==> src/logic/cfcg_pkg.sv <==
package cfcg_pkg;

    // ------------------------------------------------------------
    // register offsets
    // ------------------------------------------------------------
    localparam logic [15:0] CFCG_ADDR_CTRL = 16'h0708;
    localparam logic [15:0] CFCG_ADDR_GOOD_LO = 16'h0710;
    localparam logic [15:0] CFCG_ADDR_GOOD_HI = 16'h0711;
    localparam logic [15:0] CFCG_ADDR_BAD_LO = 16'h0715;
    localparam logic [15:0] CFCG_ADDR_BAD_HI = 16'h0716;
    localparam logic [15:0] CFCG_ADDR_ABS_FLOOR = 16'h0720;
    localparam logic [15:0] CFCG_ADDR_REL_FLOOR_OFS = 16'h0721;
    localparam logic [15:0] CFCG_ADDR_DEC_STEP = 16'h0722;
    localparam logic [15:0] CFCG_ADDR_BAD_LEN_LO = 16'h0723;
    localparam logic [15:0] CFCG_ADDR_BAD_LEN_HI = 16'h0724;
    localparam logic [15:0] CFCG_ADDR_ABS_CEIL = 16'h0726;
    localparam logic [15:0] CFCG_ADDR_REL_CEIL_OFS = 16'h0727;
    localparam logic [15:0] CFCG_ADDR_INC_STEP = 16'h0728;
    localparam logic [15:0] CFCG_ADDR_GOOD_LEN_LO = 16'h0729;
    localparam logic [15:0] CFCG_ADDR_GOOD_LEN_HI = 16'h072A;
    localparam logic [15:0] CFCG_ADDR_INIT_DELAY = 16'h072B;
    localparam logic [15:0] CFCG_ADDR_THRESHOLD = 16'h072D;

    // ------------------------------------------------------------
    // reset values
    // ------------------------------------------------------------
    localparam logic [0:0] CFCG_RST_CTRL = 1'h0;
    localparam logic [15:0] CFCG_RST_COUNT = 16'h0000;
    localparam logic [7:0] CFCG_RST_ABS_FLOOR = 8'h90;
    localparam logic [7:0] CFCG_RST_REL_FLOOR_OFS = 8'h08;
    localparam logic [7:0] CFCG_RST_DEC_STEP = 8'h01;
    localparam logic [9:0] CFCG_RST_BAD_LEN = 10'h020;
    localparam logic [7:0] CFCG_RST_ABS_CEIL = 8'hFF;
    localparam logic [7:0] CFCG_RST_REL_CEIL_OFS = 8'h06;
    localparam logic [7:0] CFCG_RST_INC_STEP = 8'h01;
    localparam logic [9:0] CFCG_RST_GOOD_LEN = 10'h001;
    localparam logic [4:0] CFCG_RST_INIT_DELAY = 5'h17;
    localparam logic [7:0] CFCG_RST_THRESHOLD = 8'h90;

    // ------------------------------------------------------------
    // sliding window
    // ------------------------------------------------------------
    localparam int CFCG_WIN_DEPTH = 8;
    localparam int CFCG_WIN_AW = 3;

    typedef struct packed {
        logic valid;
        logic sync_detected;
        logic predicted;
        logic [7:0] confidence;
    } cfcg_est_t;

    typedef struct packed {
        logic wr;
        logic rd;
        logic [15:0] addr;
        logic [7:0] wdata;
    } cfcg_reg_req_t;

endpackage

==> src/logic/cfcg_gate.sv <==
`timescale 1ns/1ns
module cfcg_gate
    import cfcg_pkg::*;
(
    input wire logic sys_clk,
    input wire logic rst,
    input cfcg_pkg::cfcg_est_t est_in,
    input cfcg_pkg::cfcg_reg_req_t reg_req,
    output logic [7:0] reg_rdata,
    output logic good_valid,
    output logic [7:0] good_confidence,
    output logic bad_pulse,
    output logic [7:0] current_confidence_threshold
);
    import cfcg_pkg::*;

    function automatic logic [7:0] sat_sub(input logic [7:0] a, input logic [7:0] b);
        sat_sub = (a > b) ? a - b : 8'h00;
    endfunction

    function automatic logic [7:0] sat_add(input logic [7:0] a, input logic [7:0] b);
        logic [8:0] s;
        s = {1'b0, a} + {1'b0, b};
        sat_add = s[8] ? 8'hFF : s[7:0];
    endfunction

    // ------------------------------------------------------------
    // configuration and state
    // ------------------------------------------------------------
    logic use_predicted_sync_samples_r;
    logic [15:0] good_estimate_count_r;
    logic [15:0] bad_estimate_count_r;
    logic [7:0] abs_floor_r;
    logic [7:0] rel_floor_ofs_r;
    logic [7:0] dec_step_r;
    logic [9:0] bad_run_length_r;
    logic [7:0] abs_ceil_r;
    logic [7:0] rel_ceil_ofs_r;
    logic [7:0] inc_step_r;
    logic [9:0] good_run_length_r;
    logic [4:0] init_delay_r;
    logic [7:0] thr_r;
    logic [7:0] thr_nxt;
    logic [9:0] good_run_r;
    logic [9:0] good_run_nxt;
    logic [9:0] bad_run_r;
    logic [9:0] bad_run_nxt;
    logic [5:0] init_cnt_r;
    logic [7:0] rdata_r;
    logic [7:0] rdata_nxt;
    logic good_valid_r;
    logic [7:0] good_conf_r;
    logic bad_pulse_r;

    logic accept;
    logic in_init;
    logic is_good;
    logic [7:0] win_max;
    logic [7:0] low_bound;
    logic [7:0] high_bound;
    logic [7:0] stepped;

    // ------------------------------------------------------------
    // estimate qualification and classification
    // ------------------------------------------------------------
    assign accept = est_in.valid &&
        (est_in.sync_detected || (use_predicted_sync_samples_r && est_in.predicted));
    assign in_init = ({1'b0, init_cnt_r} <= {2'b00, init_delay_r});
    assign is_good = in_init || (est_in.confidence >= thr_r);

    cfcg_window_max cfcg_window_max_inst (
        .sys_clk(sys_clk),
        .rst(rst),
        .push(accept),
        .value(est_in.confidence),
        .max_value(win_max)
    );

    // ------------------------------------------------------------
    // threshold bounds and adaptation
    // ------------------------------------------------------------
    always_comb
    begin
        // a floor above the ceiling wins: the gate stays tight even if the loop goes dead
        low_bound = (abs_floor_r > sat_sub(win_max, rel_floor_ofs_r)) ?
            abs_floor_r : sat_sub(win_max, rel_floor_ofs_r);
        high_bound = (abs_ceil_r < sat_sub(win_max, rel_ceil_ofs_r)) ?
            abs_ceil_r : sat_sub(win_max, rel_ceil_ofs_r);
        good_run_nxt = good_run_r;
        bad_run_nxt = bad_run_r;
        stepped = thr_r;
        if (accept && !in_init)
        begin
            if (is_good)
            begin
                bad_run_nxt = 10'h000;
                if (good_run_r + 10'h001 >= good_run_length_r)
                begin
                    stepped = sat_add(thr_r, inc_step_r);
                    good_run_nxt = 10'h000;
                end
                else
                    good_run_nxt = good_run_r + 10'h001;
            end
            else
            begin
                good_run_nxt = 10'h000;
                if (bad_run_r + 10'h001 >= bad_run_length_r)
                begin
                    stepped = sat_sub(thr_r, dec_step_r);
                    bad_run_nxt = 10'h000;
                end
                else
                    bad_run_nxt = bad_run_r + 10'h001;
            end
        end
        if (stepped > high_bound)
            thr_nxt = high_bound;
        else
            thr_nxt = stepped;
        if (thr_nxt < low_bound)
            thr_nxt = low_bound;
    end

    always_ff @(posedge sys_clk or posedge rst)
    begin
        if (rst)
        begin
            thr_r <= CFCG_RST_THRESHOLD;
            good_run_r <= 10'h000;
            bad_run_r <= 10'h000;
            init_cnt_r <= 6'h00;
        end
        else if (accept)
        begin
            thr_r <= thr_nxt;
            good_run_r <= good_run_nxt;
            bad_run_r <= bad_run_nxt;
            if (in_init)
                init_cnt_r <= init_cnt_r + 6'h01;
        end
    end

    // ------------------------------------------------------------
    // event counters and outputs to frequency control
    // ------------------------------------------------------------
    always_ff @(posedge sys_clk or posedge rst)
    begin
        if (rst)
        begin
            good_estimate_count_r <= CFCG_RST_COUNT;
            bad_estimate_count_r <= CFCG_RST_COUNT;
            good_valid_r <= 1'b0;
            good_conf_r <= 8'h00;
            bad_pulse_r <= 1'b0;
        end
        else
        begin
            good_valid_r <= accept && is_good;
            bad_pulse_r <= accept && !is_good;
            if (accept && is_good)
            begin
                good_estimate_count_r <= good_estimate_count_r + 16'h0001;
                good_conf_r <= est_in.confidence;
            end
            if (accept && !is_good)
                bad_estimate_count_r <= bad_estimate_count_r + 16'h0001;
        end
    end

    // ------------------------------------------------------------
    // byte register port
    // ------------------------------------------------------------
    always_ff @(posedge sys_clk or posedge rst)
    begin
        if (rst)
        begin
            use_predicted_sync_samples_r <= CFCG_RST_CTRL;
            abs_floor_r <= CFCG_RST_ABS_FLOOR;
            rel_floor_ofs_r <= CFCG_RST_REL_FLOOR_OFS;
            dec_step_r <= CFCG_RST_DEC_STEP;
            bad_run_length_r <= CFCG_RST_BAD_LEN;
            abs_ceil_r <= CFCG_RST_ABS_CEIL;
            rel_ceil_ofs_r <= CFCG_RST_REL_CEIL_OFS;
            inc_step_r <= CFCG_RST_INC_STEP;
            good_run_length_r <= CFCG_RST_GOOD_LEN;
            init_delay_r <= CFCG_RST_INIT_DELAY;
        end
        else if (reg_req.wr)
        begin
            case (reg_req.addr)
                CFCG_ADDR_CTRL: use_predicted_sync_samples_r <= reg_req.wdata[0];
                CFCG_ADDR_ABS_FLOOR: abs_floor_r <= reg_req.wdata;
                CFCG_ADDR_REL_FLOOR_OFS: rel_floor_ofs_r <= reg_req.wdata;
                CFCG_ADDR_DEC_STEP: dec_step_r <= reg_req.wdata;
                CFCG_ADDR_BAD_LEN_LO: bad_run_length_r[7:0] <= reg_req.wdata;
                CFCG_ADDR_BAD_LEN_HI: bad_run_length_r[9:8] <= reg_req.wdata[1:0];
                CFCG_ADDR_ABS_CEIL: abs_ceil_r <= reg_req.wdata;
                CFCG_ADDR_REL_CEIL_OFS: rel_ceil_ofs_r <= reg_req.wdata;
                CFCG_ADDR_INC_STEP: inc_step_r <= reg_req.wdata;
                CFCG_ADDR_GOOD_LEN_LO: good_run_length_r[7:0] <= reg_req.wdata;
                CFCG_ADDR_GOOD_LEN_HI: good_run_length_r[9:8] <= reg_req.wdata[1:0];
                CFCG_ADDR_INIT_DELAY: init_delay_r <= reg_req.wdata[4:0];
                default: ;
            endcase
        end
    end

    always_comb
    begin
        case (reg_req.addr)
            CFCG_ADDR_CTRL: rdata_nxt = {7'h00, use_predicted_sync_samples_r};
            CFCG_ADDR_GOOD_LO: rdata_nxt = good_estimate_count_r[7:0];
            CFCG_ADDR_GOOD_HI: rdata_nxt = good_estimate_count_r[15:8];
            CFCG_ADDR_BAD_LO: rdata_nxt = bad_estimate_count_r[7:0];
            CFCG_ADDR_BAD_HI: rdata_nxt = bad_estimate_count_r[15:8];
            CFCG_ADDR_ABS_FLOOR: rdata_nxt = abs_floor_r;
            CFCG_ADDR_REL_FLOOR_OFS: rdata_nxt = rel_floor_ofs_r;
            CFCG_ADDR_DEC_STEP: rdata_nxt = dec_step_r;
            CFCG_ADDR_BAD_LEN_LO: rdata_nxt = bad_run_length_r[7:0];
            CFCG_ADDR_BAD_LEN_HI: rdata_nxt = {6'h00, bad_run_length_r[9:8]};
            CFCG_ADDR_ABS_CEIL: rdata_nxt = abs_ceil_r;
            CFCG_ADDR_REL_CEIL_OFS: rdata_nxt = rel_ceil_ofs_r;
            CFCG_ADDR_INC_STEP: rdata_nxt = inc_step_r;
            CFCG_ADDR_GOOD_LEN_LO: rdata_nxt = good_run_length_r[7:0];
            CFCG_ADDR_GOOD_LEN_HI: rdata_nxt = {6'h00, good_run_length_r[9:8]};
            CFCG_ADDR_INIT_DELAY: rdata_nxt = {3'h0, init_delay_r};
            CFCG_ADDR_THRESHOLD: rdata_nxt = thr_r;
            default: rdata_nxt = 8'h00;
        endcase
    end

    // read data holds until the next read strobe
    always_ff @(posedge sys_clk or posedge rst)
    begin
        if (rst)
            rdata_r <= 8'h00;
        else if (reg_req.rd)
            rdata_r <= rdata_nxt;
    end

    assign reg_rdata = rdata_r;
    assign good_valid = good_valid_r;
    assign good_confidence = good_conf_r;
    assign bad_pulse = bad_pulse_r;
    assign current_confidence_threshold = thr_r;

endmodule

==> src/logic/cfcg_window_max.sv <==
`timescale 1ns/1ns
module cfcg_window_max
    import cfcg_pkg::*;
(
    input wire logic sys_clk,
    input wire logic rst,
    input wire logic push,
    input wire logic [7:0] value,
    output logic [7:0] max_value
);
    import cfcg_pkg::*;

    logic [7:0] win_r [CFCG_WIN_DEPTH];
    logic [CFCG_WIN_AW-1:0] wptr_r;

    // ------------------------------------------------------------
    // history store, oldest entry overwritten
    // ------------------------------------------------------------
    always_ff @(posedge sys_clk or posedge rst)
    begin
        if (rst)
        begin
            for (int i = 0; i < CFCG_WIN_DEPTH; i++)
                win_r[i] <= 8'h00;
            wptr_r <= '0;
        end
        else if (push)
        begin
            win_r[wptr_r] <= value;
            wptr_r <= wptr_r + 1'b1;
        end
    end

    // ------------------------------------------------------------
    // window maximum
    // ------------------------------------------------------------
    always_comb
    begin
        max_value = 8'h00;
        for (int i = 0; i < CFCG_WIN_DEPTH; i++)
            if (win_r[i] > max_value)
                max_value = win_r[i];
    end

endmodule

==> config.mk <==
export PLATFORM = sky130hd
export DESIGN_NAME = cfcg_gate
export DESIGN_NICKNAME = d
export VERILOG_FILES = /design/src/logic/cfcg_pkg.sv /design/src/logic/cfcg_gate.sv /design/src/logic/cfcg_window_max.sv
export SDC_FILE = /design/constraint.sdc
export NUM_CORES = 1
export LEC_CHECK = 0
export CAP_MARGIN = 10
export CORE_UTILIZATION = 58
export CTS_CLUSTER_DIAMETER = 60
export CTS_CLUSTER_SIZE = 25
export DETAILED_ROUTE_END_ITERATION = 6
export DONT_BUFFER_PORTS = 1
export PLACE_DENSITY_LB_ADDON = 0.15
export SLEW_MARGIN = 5
export SYNTH_ARGS = -nofsm -noshare
export SYNTH_HDL_FRONTEND = slang
export SYNTH_SLANG_ARGS = --single-unit
==> constraint.sdc <==
create_clock -name sys_clk -period 25.4 [get_ports sys_clk]
set_input_delay 0 -clock sys_clk [delete_from_list [all_inputs] [get_ports sys_clk]]
set_output_delay 0 -clock sys_clk [all_outputs]
set_load 0.01 [all_outputs]
# Yosys cells after proc, flatten, opt, wreduce, memory -nomap -nowiden

Index checks and enable logic that the tools add are counted.

Logic and storage cells: 132
Bits in registers: 225
Bits of input ports: 39

Eq/ne operators: 17
Multiplexer cells: 28
$add $sub $neg: 10
Bitwise logic cells: 1
Reduce and logical (&&, ||, !) cells: 24
$lt $le $gt $ge: 21

Operator list:

| kind                                                                             | number |
|---|---|
| 16-bit by 11-bit equality test with 1-bit output (second input constant)         | 17 |
| 8-bit two-way mux                                                                | 21 |
| 8-bit one-hot mux with 17 select lines                                           | 1 |
| 8-bit greater-than comparator                                                    | 12 |
| 64-bit bitwise mux                                                               | 1 |
| 10-bit two-way mux                                                               | 4 |
| 16-bit by 1-bit adder with 16-bit output (second input constant)                 | 2 |
| 2-bit AND reduction                                                              | 14 |
| 8-bit demux with 3-bit select                                                    | 1 |
| 8-bit subtractor                                                                 | 3 |
| 10-bit by 1-bit adder with 10-bit output (second input constant)                 | 2 |
| 10-bit >= comparator                                                             | 2 |
| 8-bit less-than comparator                                                       | 2 |
| 8-bit by 8-bit adder with 9-bit output                                           | 1 |
| 8-bit >= comparator                                                              | 1 |
| 8-bit by 1-bit greater-than comparator with 1-bit output (second input constant) | 1 |
| 6-bit by 1-bit adder with 6-bit output (second input constant)                   | 1 |
| 6-bit by 5-bit <= comparator with 1-bit output                                   | 1 |
| 1-bit logical AND                                                                | 6 |
| 4-bit >= comparator (second input constant)                                      | 1 |
| 4-bit by 1-bit less-than comparator with 1-bit output (second input constant)    | 1 |
| 3-bit inverter with 4-bit output                                                 | 1 |
| 3-bit by 1-bit adder with 3-bit output (second input constant)                   | 1 |
| 1-bit logical NOT                                                                | 2 |
| 1-bit logical OR                                                                 | 2 |

# Depth between registers and ports, before layout

Gate-level depths: netlist of the first run.

Depth after elaboration: 24
Depth in mapped cells: 105
Depth with buffers taken out: 99

# Modules after synthesis

A second synthesis of the first run with hierarchy kept.

Cells, all modules: 1622
Area, all modules: 15706.3 um2

By module, submodules not included:

| module          | times used | area each (um2) | seq. area each (um2) | cells each |
|---|---|---|---|---|
| cfcg_gate       | 1          | 10804.1         | 3982.6               | 1122 |
| cfcg_window_max | 1          | 4902.2          | 1676.6               | 500 |

# Least setup slack after synthesis of the first run

No wires, ideal clock.

Kind: register -> register
Start: register cfcg_window_max_inst.win_r[49] (netlist bit)
End: register thr_r[5], in the netlist current_confidence_threshold[5]
Setup slack: 6998 ps
Cell stages (with the launch flop): 99
Buffers on the path: 4
Data required time: 25274 ps
Arrival time: 18276 ps
Clock period less this slack: 18402 ps
Cell sequence: dfrtp_1 -> ha_1 -> nor2b_1 -> o211ai_1 -> a21oi_1 -> a21oi_1 -> mux2_2 -> ha_1 -> nand4_1 -> nor2_1 -> a21o_1 -> clkbuf_8 -> clkbuf_1 -> nor2_1 -> a21oi_1 -> inv_1 -> ha_1 -> a21oi_1 -> [... 63 more ...] -> ha_1 -> nor2b_1 -> o21a_1 -> o21a_1 -> o21ai_0 -> a21oi_1 -> a211oi_1 -> a21oi_1 -> inv_1 -> mux2_2 -> ha_1 -> and4_1 -> a21oi_1 -> nand2_1 -> or3_1 -> nor3_1 -> nor2_1 -> a311o_1

Cells in the longest elaborated chain, start to end: 22
Elaborated cells between the ends (all ways): 28
Classes of those cells: add/sub (2); order compare (13); mux (13)

Ends and longest elaborated chain:

| element                                                           | RTL line              | text |
|---|---|---|
| start: declaration                                                | cfcg_window_max.sv:13 | `logic [7:0] win_r [CFCG_WIN_DEPTH];` |
| start signal: indexed assignment                                  | cfcg_window_max.sv:29 | `win_r[wptr_r] <= value;` |
| 8-bit greater-than comparator                                     | cfcg_window_max.sv:41 | `if (win_r[i] > max_value)` |
| 8-bit two-way mux (*)                                             | cfcg_window_max.sv:41 |  |
| 8-bit greater-than comparator                                     | cfcg_window_max.sv:41 |  |
| 8-bit two-way mux (*)                                             | cfcg_window_max.sv:41 |  |
| 8-bit greater-than comparator                                     | cfcg_window_max.sv:41 |  |
| 8-bit two-way mux (*)                                             | cfcg_window_max.sv:41 |  |
| 8-bit greater-than comparator                                     | cfcg_window_max.sv:41 |  |
| 8-bit two-way mux (*)                                             | cfcg_window_max.sv:41 |  |
| [... 6 more ...]                                                  | n/a                   |  |
| 8-bit subtractor or 8-bit greater-than comparator (tied branches) | cfcg_gate.sv:18       | `sat_sub = (a > b) ? a - b : 8'h00;` |
| 8-bit two-way mux                                                 | cfcg_gate.sv:18       |  |
| 8-bit less-than comparator                                        | cfcg_gate.sv:87       | `high_bound = (abs_ceil_r < sat_sub(win_max, rel_ceil_ofs_r)) ?` |
| 8-bit two-way mux                                                 | cfcg_gate.sv:87       |  |
| 8-bit greater-than comparator                                     | cfcg_gate.sv:117      | `if (stepped > high_bound)` |
| 8-bit two-way mux                                                 | cfcg_gate.sv:117      |  |
| 8-bit less-than comparator                                        | cfcg_gate.sv:121      | `if (thr_nxt < low_bound)` |
| 8-bit two-way mux (*)                                             | cfcg_gate.sv:121      |  |
| end signal: assignment                                            | cfcg_gate.sv:136      | `thr_r <= thr_nxt;` |
| end: declaration                                                  | cfcg_gate.sv:42       | `logic [7:0] thr_r;` |

Every way passes the cells marked *; elsewhere a longest branch is shown, timed or not.
A chain may end at the register's enable or synchronous reset.

# Worst setup path after layout of the first run

Ends and elaborated chain as after synthesis.

==> results of run 1 <==
==> worst register-to-register path: cells and delay by family (launching register included) <==
kind,cells,cell delay (ps)
flops,1,410
fa+ha+maj,12,3390
compound gates,53,12320
buf+inv,7,750
simple gates,18,2350
mux,6,2090
==> per-layer routing <==
metal,wire length [um],vias up
li1,-,5913
met1,18120,6129
met2,20330,404
met3,2360,111
met4,1799,0
met5,0,-
==> synth_stat cells (8+ instances only) <==
master and number:
dfrtp_1 202, ha_1 152, mux2_2 141, inv_1 137, nor2_1 111, nand2_1 101
o21ai_0 81, a21oi_1 57, xnor2_1 45, nand3_1 39, nand4_1 37, a21o_1 35
mux2i_1 30, clkbuf_1 29, o21a_1 25, a22o_1 24, dfstp_2 23, nor3_1 23
xor2_1 21, nand2b_1 20, nor2b_1 20, a31oi_1 13, a22oi_1 12, a222oi_1 11
and3_1 11, a221oi_1 10, o22ai_1 10, nand3b_1 9, nor4_1 9, o31ai_1 8
==> how the worst max path moves through the flow <==
stage | start | end | slack [ps] | cells past startpoint
after floorplan | cfcg_window_max_inst.win_r[49] | current_confidence_threshold[5] | 7000 | 98
after global placement | cfcg_window_max_inst.win_r[49] | current_confidence_threshold[5] | 5000 | 96
after detailed placement | cfcg_window_max_inst.win_r[49] | current_confidence_threshold[5] | 4310 | 95
after CTS | cfcg_window_max_inst.win_r[49] | current_confidence_threshold[5] | 4280 | 95
after global routing | cfcg_window_max_inst.win_r[49] | current_confidence_threshold[5] | 2050 | 96
final | cfcg_window_max_inst.win_r[49] | current_confidence_threshold[5] | 4000 | 96
==> flip-flops by register name, indices dropped and copies added, names as in the netlist <==
| register | flops |
|---|---|
| cfcg_window_max_inst.wptr_r | 3 |
| current_confidence_threshold | 8 |
| good_confidence | 8 |
| bad_run_length_r | 10 |
| rel_ceil_ofs_r | 8 |
| good_valid | 1 |
| init_cnt_r | 6 |
| init_delay_r | 5 |
| use_predicted_sync_samples_r | 1 |
| abs_floor_r | 8 |
| rel_floor_ofs_r | 8 |
| good_estimate_count_r | 16 |
| abs_ceil_r | 8 |
| bad_estimate_count_r | 16 |
| dec_step_r | 8 |
| good_run_r | 10 |
| bad_run_r | 10 |
| cfcg_window_max_inst.win_r | 64 |
| bad_pulse | 1 |
| reg_rdata | 8 |
| inc_step_r | 8 |
| good_run_length_r | 10 |
==> cell type report <==
class                   instances  area share (%)
inverters                     139           3.097
well taps                     335           2.453
clock buffers                  23           3.368
multi-input cells            1190           54.40
repair buffers                 44           2.401
flip-flops and latches        225           33.11
clock inverters                17           1.142
diodes                          2         0.02928
==> stage by stage <==
stage / std cells / area (um^2) / setup WS, ps / utilization [%]
2_1_floorplan: 1593 / 15640 / 6998 / -
3_3_place_gp: 1899 / 15980 / 4998 / 60.80
3_5_place_dp: 1899 / 15980 / 4315 / 60.80
6_report: 1975 / 17090 / 4004 / 65.03
4_1_cts: 1972 / 17080 / 4283 / 64.99
5_1_grt: 1975 / 17090 / 2051 / 65.03
==> cell families (layout without fill, tap and decap cells) <==
| logic type | after synthesis | after routing |
|---|---|---|
| buffers and inverters | 178 | 223 |
| AOI/OAI and AO/OA | 372 | 372 |
| muxes | 174 | 174 |
| adders and majority gates | 156 | 156 |
| xor gates and xnor gates | 66 | 66 |
| DFF | 225 | 225 |
| other | 0 | 2 |
| and+or+nand+nor | 422 | 422 |
==> what timing repair did <==
item | CTS | global route
hold endpoints to repair | 255 | 0
hold buffers | 33 | 0
setup endpoints to repair | 0 | 0
==> flow_summary.toml, run 1 <==
[status]
status = "completed"

[timing]
finalMaxSlewViolations = 0
setup-tns-final_ps = 0
slew_headroom_pct = 14.12
worst_pin_slew_ps = 1278
period_needed_ps = 21400
post-route-period-util_pct = 84.24
timing.fmax_mhz = 46.74
hold_ws_ps = 4.380
setup_violations = 0
rsz0062_at_grt = "false"
hold_violations = 0
skew_ps = 18.72

[worst_hold_path]
hold_class = "in2reg"
hold_depth = 2
hold_start = "reg_req[25]"
hold_end = "dec_step_r[7]"

[detailed_routing]
wire_per_inst_um = 21.57
drt-initial-drc-count = 1046
drt_pass1_iterations = 6
vias_per_cell = 6.358
wl_um = 42610
vias = 12560
drcViolationCount = 0
postRouteAntennaNets = 0

[synthesis]
syn_nets = 1788
syn_area_per_cell_um2 = 9.816
synth_fa_ha_area_share_pct = 12.67
synth_cell_types = 98
synth-async-reset-ratio_pct = 100.0
synth-seq-cells = 225
yosysWarningCount = 0
synth-simple-area-share_pct = 13.48
yosysSeqAreaShare_pct = 36.19
yosysTopAreaCellShare_pct = 32.33
synth_ff_type = "dfrtp_1"
synth_edf_count = 0
synth_top_family_by_area = "compound AO/OA/AOI/OAI gates"
synth.largest_area_cell = "dfrtp_1"
synth_xor_area_share_pct = 3.697
synth_compound_gate_area_share_pct = 17.03
syn_inst = 1593
ys_top_cells_by_area = "dfrtp_1, ha_1, mux2_2, dfstp_2, inv_1"
netlist_area_um2 = 15640
yosys-mux-area-fraction_pct = 12.46

[finish]
layout-drive-gt1-share_pct = 15.63
area_growth_pct = 9.289
final_cell_mix = "dfrtp_1, ha_1, mux2_2"
regArea_um2 = 5659
layout_commonest_cell = "dfrtp_1"
fill_cells = 2118
nets = 1818
multi_input_area_um2 = 9296

[critical_path]
r2r_cells = 96
critPathArrivalTime_ps = 21800
cp_data_required_time_ps = 25800
reg2reg_setup_slack_ps = 4000
cp_max_fo = 18
end_kind = "flop"
startpoint_type = "flop"
crit_type = "reg2reg"
r2r-start = "cfcg_window_max_inst.win_r[49]"
cp_common_cell = "a21oi_1"
critPathMaxStageDelay_ps = 930
path_delay_family = "compound AO/OA/AOI/OAI gates"
cp_slowest_cell = "o41ai_1"
crit_buf_inv = 7
regToRegEndpoint = "current_confidence_threshold[5]"

[die]
die_y_um = 166.2
initial_core_util_pct = 59.50
placeableCoreArea_um2 = 26280
num_rows = 59
chipWidth_um = 166.2
die_area_um2 = 27620
num_io_pins = 65

[placed_design]
dp_hpwl_um = 31360
port_buffers = 0
place.gp.congestion = 0.9398

[grt]
grt_pass1_vias = 12520
antenna_found_initial = 1
grt_pass1_wl_um = 68480
met3_usage_pct = 4.242
grt_max_degree = 99
grt_overflow = 0
use_met1_pct = 40.27
grt-busiest-layer = "met2"
grt_use_total_pct = 31.28
grt_util_met2_pct = 53.11

[clock_network]
cts_tree = "built"
cts.repair.resized = 0
cts.sink_count = 225
clk_transition_reported_paths_ps = 80
cts_root_buf = "clkbuf_16"
numCtsBuffers = 23
htree_levels = 1
clock_latency_ps = 520
cts_setup_buffers = 0
clockBufferDepth = 3

[run]
cap_viol_max_count = 0
Power of run 1 is not shown: default switching activity piles up to over one toggle a cycle in this logic, so the estimate is an artifact.
==> run 2: changes to the inputs <==
==> constraint.sdc (replaced) <==
create_clock -name sys_clk -period 19.58 [get_ports sys_clk]
set_input_delay 0 -clock sys_clk [delete_from_list [all_inputs] [get_ports sys_clk]]
set_output_delay 0 -clock sys_clk [all_outputs]
set_load 0.01 [all_outputs]
==> flow_summary.toml, run 2 (synthesized netlist as in run 1, its figures left out) <==
[clock_network]
cts_root_buf = "clkbuf_16"
numCtsBuffers = 22
cts.sink_count = 225
clock_latency_ps = 540
htree_levels = 1
clockBufferDepth = 3
cts_tree = "built"
clk_transition_reported_paths_ps = 80

[critical_path]
cp_common_cell = "ha_1"
regToRegEndpoint = "current_confidence_threshold[5]"
crit_type = "reg2reg"
end_kind = "flop"
cp-startpoint = "cfcg_window_max_inst.win_r[57]"
cp_data_required_time_ps = 20010
startpoint_type = "flop"
critPathArrivalTime_ps = 18990
critPathMaxStageDelay_ps = 400
r2r_cells = 96
r2r-start = "cfcg_window_max_inst.win_r[57]"
reg2reg_setup_slack_ps = 1030
cp_max_fo = 12
cp_slowest_cell = "mux2_2"

[detailed_routing]
drcViolationCount = 0
drt_pass1_iterations = 7
vias = 12720
postRouteAntennaNets = 0
wire_per_inst_um = 21.52
vias_per_cell = 6.367
drt-initial-drc-count = 1018
wl_um = 42970

[status]
status = "completed"

[timing]
setup_violations = 0
hold_violations = 0
period_needed_ps = 18550
skew_ps = 12.38
timing.fmax_mhz = 53.90
setup-tns-final_ps = 0
slew_headroom_pct = 28.50
worst_pin_slew_ps = 1070
finalMaxSlewViolations = 0
post-route-period-util_pct = 94.76
hold_ws_ps = 42.95
fin_ws_ps = 1026

[placed_design]
dp_hpwl_um = 31060
pre_cts_slack_ps = -158.6
place.gp.congestion = 0.9808
port_buffers = 0

[die]
die_y_um = 166.2
die_area_um2 = 27620
placeableCoreArea_um2 = 26280
chipWidth_um = 166.2
num_rows = 59
initial_core_util_pct = 59.50
num_io_pins = 65

[grt]
grt_util_met2_pct = 53.84
grt_pass1_vias = 12540
grt-busiest-layer = "met2"
grt_pass1_wl_um = 68380
grt_use_total_pct = 31.29
grt_max_degree = 145
met3_usage_pct = 3.408
antenna_found_initial = 1
grt_overflow = 0
use_met1_pct = 40.40

[finish]
final_cell_mix = "dfrtp_1, ha_1, mux2_2"
final_core_util_pct = 66.45
area_growth_pct = 11.68
top_register = "cfcg_window_max_inst.win_r"
fill_cells = 2105
layout_commonest_cell = "dfrtp_1"
nets = 1840
layout-drive-gt1-share_pct = 17.70
largest_reg_flops = 64
reg_top3 = "cfcg_window_max_inst.win_r (64), bad_estimate_count_r (16), good_estimate_count_r (16)"

[worst_hold_path]
hold_depth = 5
hold_start = "reg_req[11]"
hold_end = "use_predicted_sync_samples_r"
hold_class = "in2reg"

[run]
cap_viol_max_count = 0
-- run 2: per-layer routing --
| layer | up-vias | wire (um) |
|---|---|---|
| met3 | 133 | 2397 |
| met1 | 6199 | 17940 |
| li1 | 5959 | - |
| met4 | 0 | 1908 |
| met2 | 424 | 20720 |
| met5 | - | 0 |
-- run 2: metrics by stage --
step | area [um^2] | instances
floorplan | 15640 | 1593
global placement | 16010 | 1903
detailed placement | 16010 | 1903
CTS | 17230 | 1983
global route | 17460 | 1997
finish | 17460 | 1997
-- run 2: critical path, delay by kind of cell, from the launching register on --
kind,cells,cell delay [ps]
buffers and inverters,9,940
and+or+nand+nor,19,2440
DFF,1,380
adders and majority gates,12,3210
AOI/OAI and AO/OA,49,8960
muxes,7,2470
-- run 2: how the worst max path moves through the flow --
stage | endpoint | slack, ps | cells after the start
floorplan | current_confidence_threshold[5] | 1180 | 98
global placement | current_confidence_threshold[3] | 430 | 93
detailed placement | current_confidence_threshold[1] | -160 | 94
CTS | current_confidence_threshold[6] | 160 | 95
global route | current_confidence_threshold[5] | -110 | 95
finish | current_confidence_threshold[5] | 1030 | 96
-- run 2: cell type report --
type | count | area (um^2) | area share [%]
clock buffers | 25 | 591.8 | 3.389
flip-flops and latches | 225 | 5659 | 32.40
multi-input cells | 1190 | 9444 | 54.08
inverters | 139 | 529.3 | 3.031
well taps | 335 | 419.2 | 2.400
diodes | 1 | 2.502 | 0.01433
repair buffers | 67 | 598.1 | 3.425
clock inverters | 15 | 220.2 | 1.261
-- run 2: timing repair --
| action | CTS | global route |
|---|---|---|
| buffers inserted | 0 | 11 |
| pin swaps | 0 | 9 |
| resized for setup | 3 | 35 |
| endpoints found under the hold margin | 298 | 0 |
| hold buffers | 40 | 0 |
| endpoints found under the setup margin | 6 | 8 |
Power of run 2 is left out for the same reason.
